$ cat src/common/pif_pkg.sv
// constants, field layout and carrier types of the peripheral irq flags
// assumes a classic wishbone slave with one register per aligned word
//
// Notes on behaviour
// - peripheral irqs reach the core only with the peripheral group enable set
// - flags set on their event regardless of own or global enable
// - first enable register: eight rw bits, reset zero, fixed bit order
// - first flag register mirrors enables; receive and transmit flags read only
// - parallel port flag set on host read or write, held until cleared
// - converter flag set on conversion done, zero while none completed
// - receive flag follows receive buffer: one while holding data
// - transmit flag follows transmit buffer: one while empty
// - sync serial flag set on transfer, master condition done, idle bus cond
// - capcomp one flag on capture or compare event, unused in pwm
// - timer two flag set on period match, held until cleared
// - timer one flag set on overflow, held until cleared
// - second enable register bits 6,4,3,0 rw reset zero, rest read zero
// - second flag register same positions, reset zero, rest read zero
// - comparator flag set on comparator input change, held until cleared
// - eeprom flag set when write finishes, zero while write in progress
// - bus collision flag set on collision as i2c master
// - capcomp two flag on capture or compare event, unused in pwm
// - brownout status set by software, cleared by brownout, held if disabled
// - core irq only with global, group enable and an enabled set flag
`default_nettype none

package pif_pkg;

  // register indices, byte address is four times the index
  localparam logic [9:0] IDX_FLAGS_A = 10'h00c;
  localparam logic [9:0] IDX_FLAGS_B = 10'h00d;
  localparam logic [9:0] IDX_ENABLES_A = 10'h08c;
  localparam logic [9:0] IDX_ENABLES_B = 10'h08d;
  localparam logic [9:0] IDX_CORE_CTRL = 10'h00b;
  localparam logic [9:0] IDX_RESET_CAUSE = 10'h08e;

  // first group bit positions
  localparam int BIT_PSP = 7;
  localparam int BIT_ADC = 6;
  localparam int BIT_RX = 5;
  localparam int BIT_TX = 4;
  localparam int BIT_SSP = 3;
  localparam int BIT_CAPCOMP_UNIT_ONE = 2;
  localparam int BIT_TIMER_TWO = 1;
  localparam int BIT_TIMER_ONE = 0;

  // second group bit positions
  localparam int BIT_CMP = 6;
  localparam int BIT_EE = 4;
  localparam int BIT_BCL = 3;
  localparam int BIT_CAPCOMP_UNIT_TWO = 0;

  // core control and reset cause positions
  localparam int BIT_GIE = 7;
  localparam int BIT_PERIPHERAL_GROUP_ENABLE = 6;
  localparam int BIT_BROWNOUT = 0;

  // writable masks and reset values
  localparam logic [7:0] WMASK_FLAGS_A = 8'hcf;
  localparam logic [7:0] WMASK_B = 8'h59;
  localparam logic [7:0] WMASK_CORE = 8'hc0;
  localparam logic [7:0] RST_REG = 8'h00;
  localparam logic [31:0] RD_ZERO = 32'h0000_0000;

  // event and level inputs from the peripherals
  typedef struct packed {
    logic pspAccess;
    logic adcStart;
    logic adcDone;
    logic rxBufFull;
    logic txBufEmpty;
    logic sspXferDone;
    logic sspCondDone;
    logic sspIdleCond;
    logic ccp1Event;
    logic ccp1Pwm;
    logic tmr2Match;
    logic tmr1Ovf;
    logic cmpChange;
    logic eeStart;
    logic eeDone;
    logic busCollision;
    logic ccp2Event;
    logic ccp2Pwm;
    logic brownout;
  } pif_events_s;

endpackage : pif_pkg

`default_nettype wire

$ cat src/hw/pif_flags.sv
// peripheral interrupt enables, flags, core control and irq request
// assumes event inputs synchronous to clock, pulses one cycle wide
//
// Register access over Wishbone was chosen for this implementation.
`default_nettype none

module pif_flags
  import pif_pkg::*;
(
  // clock and reset
  input wire logic clock,
  input wire logic rstn,
  // wishbone slave
  input wire logic wbCyc,
  input wire logic wbStb,
  input wire logic wbWe,
  input wire logic [31:0] wbAdr,
  input wire logic [3:0] wbSel,
  input wire logic [31:0] wbDatI,
  output logic [31:0] wbDatO,
  output logic wbAck,
  // peripherals
  input wire pif_events_s events,
  input wire logic brownoutDetectConfig,
  // core
  output logic coreIrq,
  output logic [7:0] flagsA,
  output logic [7:0] flagsB
);

  ////////////////////////////////////////////////////////////////////////
  // bus decode

  logic ack_q, ack_d;
  logic [31:0] rdat_q, rdat_d;
  logic [7:0] flagsA_q, flagsA_d;
  logic [7:0] flagsB_q, flagsB_d;
  logic [7:0] enA_q, enA_d;
  logic [7:0] enB_q, enB_d;
  logic [7:0] core_q, core_d;
  logic brown_q, brown_d;
  logic req, commit, inRange;
  logic [9:0] idx;
  logic [7:0] wd;
  logic wrFlagsA, wrFlagsB, wrEnA, wrEnB, wrCore, wrCause;

  // request, its index and the commit edge
  assign req = wbCyc & wbStb;
  assign idx = wbAdr[11:2];
  assign inRange = (wbAdr[31:12] == 20'h0_0000) & (wbAdr[1:0] == 2'b00);
  assign commit = req & ack_q & wbWe & wbSel[0] & inRange;
  assign wd = wbDatI[7:0];
  assign wrFlagsA = commit & (idx == IDX_FLAGS_A);
  assign wrFlagsB = commit & (idx == IDX_FLAGS_B);
  assign wrEnA = commit & (idx == IDX_ENABLES_A);
  assign wrEnB = commit & (idx == IDX_ENABLES_B);
  assign wrCore = commit & (idx == IDX_CORE_CTRL);
  assign wrCause = commit & (idx == IDX_RESET_CAUSE);

  ////////////////////////////////////////////////////////////////////////
  // bus answer

  // one ack per request, read data latched with it
  always_comb begin
    ack_d = req & ~ack_q;
    rdat_d = rdat_q;
    if (req & ~ack_q) begin
      rdat_d = RD_ZERO;
      if (inRange) begin
        case (idx)
          IDX_FLAGS_A: rdat_d[7:0] = flagsA_q;
          IDX_FLAGS_B: rdat_d[7:0] = flagsB_q & WMASK_B;
          IDX_ENABLES_A: rdat_d[7:0] = enA_q;
          IDX_ENABLES_B: rdat_d[7:0] = enB_q & WMASK_B;
          IDX_CORE_CTRL: rdat_d[7:0] = core_q & WMASK_CORE;
          IDX_RESET_CAUSE: rdat_d[BIT_BROWNOUT] = brown_q;
          default: rdat_d = RD_ZERO;
        endcase
      end
    end
  end

  // bus answer registers
  always_ff @(posedge clock) begin
    if (!rstn) begin
      ack_q <= 1'b0;
      rdat_q <= RD_ZERO;
    end else begin
      ack_q <= ack_d;
      rdat_q <= rdat_d;
    end
  end

  assign wbAck = ack_q;
  assign wbDatO = rdat_q;

  ////////////////////////////////////////////////////////////////////////
  // enables and core control

  // plain read write storage
  always_comb begin
    enA_d = wrEnA ? wd : enA_q;
    enB_d = wrEnB ? (wd & WMASK_B) : enB_q;
    core_d = wrCore ? (wd & WMASK_CORE) : core_q;
  end

  // enable registers
  always_ff @(posedge clock) begin
    if (!rstn) begin
      enA_q <= RST_REG;
      enB_q <= RST_REG;
      core_q <= RST_REG;
    end else begin
      enA_q <= enA_d;
      enB_q <= enB_d;
      core_q <= core_d;
    end
  end

  ////////////////////////////////////////////////////////////////////////
  // flags, events win over a software clear

  logic [7:0] setA, setB, holdA, holdB;

  // event terms, independent of any enable
  always_comb begin
    setA = RST_REG;
    setA[BIT_PSP] = events.pspAccess;
    setA[BIT_ADC] = events.adcDone;
    setA[BIT_SSP] = events.sspXferDone | events.sspCondDone
                  | events.sspIdleCond;
    setA[BIT_CAPCOMP_UNIT_ONE] = events.ccp1Event & ~events.ccp1Pwm;
    setA[BIT_TIMER_TWO] = events.tmr2Match;
    setA[BIT_TIMER_ONE] = events.tmr1Ovf;
    setB = RST_REG;
    setB[BIT_CMP] = events.cmpChange;
    setB[BIT_EE] = events.eeDone;
    setB[BIT_BCL] = events.busCollision;
    setB[BIT_CAPCOMP_UNIT_TWO] = events.ccp2Event & ~events.ccp2Pwm;
  end

  // next flag values
  always_comb begin
    holdA = wrFlagsA ? (wd & WMASK_FLAGS_A) : (flagsA_q & WMASK_FLAGS_A);
    if (events.adcStart) begin
      holdA[BIT_ADC] = 1'b0;
    end
    flagsA_d = setA | holdA;
    flagsA_d[BIT_RX] = events.rxBufFull;
    flagsA_d[BIT_TX] = events.txBufEmpty;
    holdB = wrFlagsB ? (wd & WMASK_B) : (flagsB_q & WMASK_B);
    if (events.eeStart) begin
      holdB[BIT_EE] = 1'b0;
    end
    flagsB_d = (setB | holdB) & WMASK_B;
  end

  // flag registers
  always_ff @(posedge clock) begin
    if (!rstn) begin
      flagsA_q <= RST_REG;
      flagsB_q <= RST_REG;
    end else begin
      flagsA_q <= flagsA_d;
      flagsB_q <= flagsB_d;
    end
  end

  ////////////////////////////////////////////////////////////////////////
  // brownout status

  // software sets, a brownout clears unless detection is off
  always_comb begin
    brown_d = brown_q;
    if (wrCause) begin
      brown_d = wd[BIT_BROWNOUT];
    end
    if (events.brownout & brownoutDetectConfig) begin
      brown_d = 1'b0;
    end
  end

  // brownout register
  always_ff @(posedge clock) begin
    if (!rstn) begin
      brown_q <= 1'b0;
    end else begin
      brown_q <= brown_d;
    end
  end

  ////////////////////////////////////////////////////////////////////////
  // core request

  logic anyPending;

  // enabled flags gated by group and global enables
  assign anyPending = |(flagsA_q & enA_q) | |(flagsB_q & enB_q & WMASK_B);
  assign coreIrq = core_q[BIT_GIE] & core_q[BIT_PERIPHERAL_GROUP_ENABLE] & anyPending;
  assign flagsA = flagsA_q;
  assign flagsB = flagsB_q;

endmodule // pif_flags

`default_nettype wire

$ cat config.mk
export PLATFORM = sky130hd
export DESIGN_NAME = pif_flags
export DESIGN_NICKNAME = d
export VERILOG_FILES = /design/src/common/pif_pkg.sv /design/src/hw/pif_flags.sv
export SDC_FILE = /design/constraint.sdc
export NUM_CORES = 1
export LEC_CHECK = 0
export ABC_AREA = 1
export BUFFER_PORTS_ARGS = -buffer_cell sky130_fd_sc_hd__buf_4
export CAP_MARGIN = 15
export CORE_MARGIN = 1.5
export CORE_UTILIZATION = 40
export CTS_BUF_LIST = sky130_fd_sc_hd__clkbuf_8
export CTS_CLUSTER_SIZE = 25
export DETAILED_ROUTE_END_ITERATION = 16
export HOLD_SLACK_MARGIN = 0.1
export PLACE_DENSITY = 0.85
export SYNTH_ARGS = -nofsm -noshare
export SYNTH_HDL_FRONTEND = slang
export SYNTH_SLANG_ARGS = --single-unit
$ cat constraint.sdc
create_clock -name clock -period 1.6 [get_ports clock]
set_clock_uncertainty 0.05 [all_clocks]
set_input_delay 0.32 -clock clock [delete_from_list [all_inputs] [get_ports clock]]
set_output_delay 0.32 -clock clock [all_outputs]
set_load 0.02 [all_outputs]
==> run metrics <==
Critical Path AT 1.36 ns; die area just over 6000 µm²; CORE AREA between 5000 and 6000 µm²; Final Non-Filler Cells 546; crit start category register; Crit. End Element output pin; starting density of the core 41.3%; GRT Util Overall a little under a quarter; Die Ht 78.4 µm; Synth Instances 352; Pwr per Cell Area 640 nW/µm²; DR WL/cell roughly 12 µm; via count 2613; DR pass1 iterations 5; Max Clk Rate 579 MHz; gr ovfl total 0; Port-buffer cells 87; vias per cell 4.79; layout cells sized above 1 35.0%; DR iter-0 viols 120; CTS tree built; die width ~78 µm; Tmin final 1.73 ns; DRT antenna net count 0; Worst Slack Setup Final -0.126 ns; final hold violation count 0; n_diodes 0; top post-synthesis cells by count 89 x nand2_1, 51 x nor2_1, 38 x inv_1; initial antenna violation count 0; sequential share of the synthesized area 31.7%; Inst Count DP 535; Setup violations, final 1; unrepaired setup endpoints after global routing yes; Remaining DRCs 0; required time worst endpoint 1.23 ns; post-synth design cell area about 2300 µm²; Clock Sinks 36; Clock Path Buffers 2; Routed WL ~6700 µm; dpl hpwl 5300 µm; Nets 566; final worst-path cycle share 108%; Hold Path Class input pin to register; pin count of the biggest net entering global routing 27; outcome complete, but fails checks; max-cap violations 0; placer congestion estimate ~0.95; Seq cells post-synth 36; row cnt 27; top cells by area, synth dfxtp_1 32%, nand2_1 15%, buf_4 9.2%; largest area contributor in the netlist dfxtp_1; H-tree depth 2; CTS Buf Count 5; clk_lat worst skew 0.29 ns; CP max FO 3; Pleak 1.69 nW; P&R area growth vs syn 46.0%; Peak VDD IR 0.000593 V; hold_buf cts 0; top-count cell post-synth nand2_1; Post-synth EDFFs 0; fraction of registers with async set/reset 0%; wire length of the first global-routing pass 10800 µm; clock slew at reported path FFs 0.07 ns; vias in the first global route 2404; library cells used by synthesis 27; root buffer cell clkbuf_8; Avg Synthesized Cell Area 6.46 µm²; io pins 143; total negative setup slack -0.126 ns; Synth warnings 0; Yosys top cell area share a little under a third; Slew Limit Fails 0; Setup Crit Path Kind register to output pin; Synth Flop Type dfxtp_1; failing checks setup timing
==> layout make-up <==
type | count | area, µm²
inverters | 42 | 165
clock buffers | 5 | 68.8
well taps | 72 | 90.1
repair buffers | 119 | 910
fillers | 501 | 2190
flip-flops and latches | 36 | 726
multi-input cells | 269 | 1320
clock inverters | 3 | 38.8
==> power by group <==
part,total [W],switching (W),internal (W)
registers,0.000936,0.0000184,0.000918
clock network,0.000777,0.000321,0.000456
logic,0.000412,0.000223,0.000190
==> layer usage <==
metal	GRT usage (%)	part of all wire, %	vias up	wire, µm
li1	-	-	1305	-
met1	27.8	42	1167	2810
met2	38.8	48	125	3210
met3	4.42	6.9	16	463
met4	8.93	3.2	0	216
met5	0	0	-	0
==> state kept, by name, summed over array words and instances (netlist names) <==
name and cells:
enA_q 8, flagsA 8, wbDatO 8, enB_q 4
flagsB 4, core_q 2, brown_q 1, wbAck 1
==> critical path: stages (launching register included) <==
cell and delay, ns:
dfxtp_1 0.34, nand2_1 0.07, nand2_1 0.05, a221oi_2 0.19, nand3_1 0.13, nand3_1 0.10, inv_1 0.05, buf_6 0.12
==> kinds of logic after synthesis <==
| family | after synthesis | share of synthesized area (%) |
|---|---|---|
| DFF | 36 | 31.7 |
| and+or+nand+nor | 206 | 41.9 |
| buffers and inverters | 74 | 17.3 |
| other | 1 | 0.165 |
| AOI/OAI and AO/OA | 35 | 8.86 |
==> path summary, 6_finish.rpt <==
kind | from | end | slack, ns | cells after the start
max | enB_q[6] | coreIrq | -0.13 | 7
min | events[15] | flagsA[5] | 0.16 | 3
max reg2reg | wbAck | flagsA[0] | 0.23 | 10
min reg2reg | wbDatO[0] | wbDatO[0] | 0.42 | 2
==> metrics by stage <==
stage | util (%) | hold WS (ns) | worst slack, ns | total power (W) | cell area, µm²
after global placement | 56.6 | 0.407 | -0.149 | 0.00135 | 3110
after detailed placement | 56.6 | 0.409 | -0.159 | 0.00136 | 3110
final | 60.3 | 0.165 | -0.126 | 0.00213 | 3320
after CTS | 59.4 | 0.163 | -0.183 | 0.00213 | 3270
after floorplan | - | 0.368 | 0.105 | 0.00118 | 2370
after global routing | 60.3 | 0.179 | -0.205 | 0.00223 | 3320
==> placed cells by master, fill, tap and decap left out, types with 5 or more instances in the layout <==
cell type	n
a21oi_1	12
clkbuf_8	5
inv_1	38
nand3_1	33
buf_4	117
o21ai_0	6
nand4_1	8
conb_1	28
nand2_1	86
o21ai_1	10
nor2_4	6
nor2_2	7
nor2_1	50
dfxtp_1	32
==> repair_timing <==
action / CTS / global route
setup endpoints to repair: 1 / 4
pin swaps: 5 / 9
buffers inserted: 2 / 1
resized for setup: 10 / 11
Power figures use the tool's default switching activity.
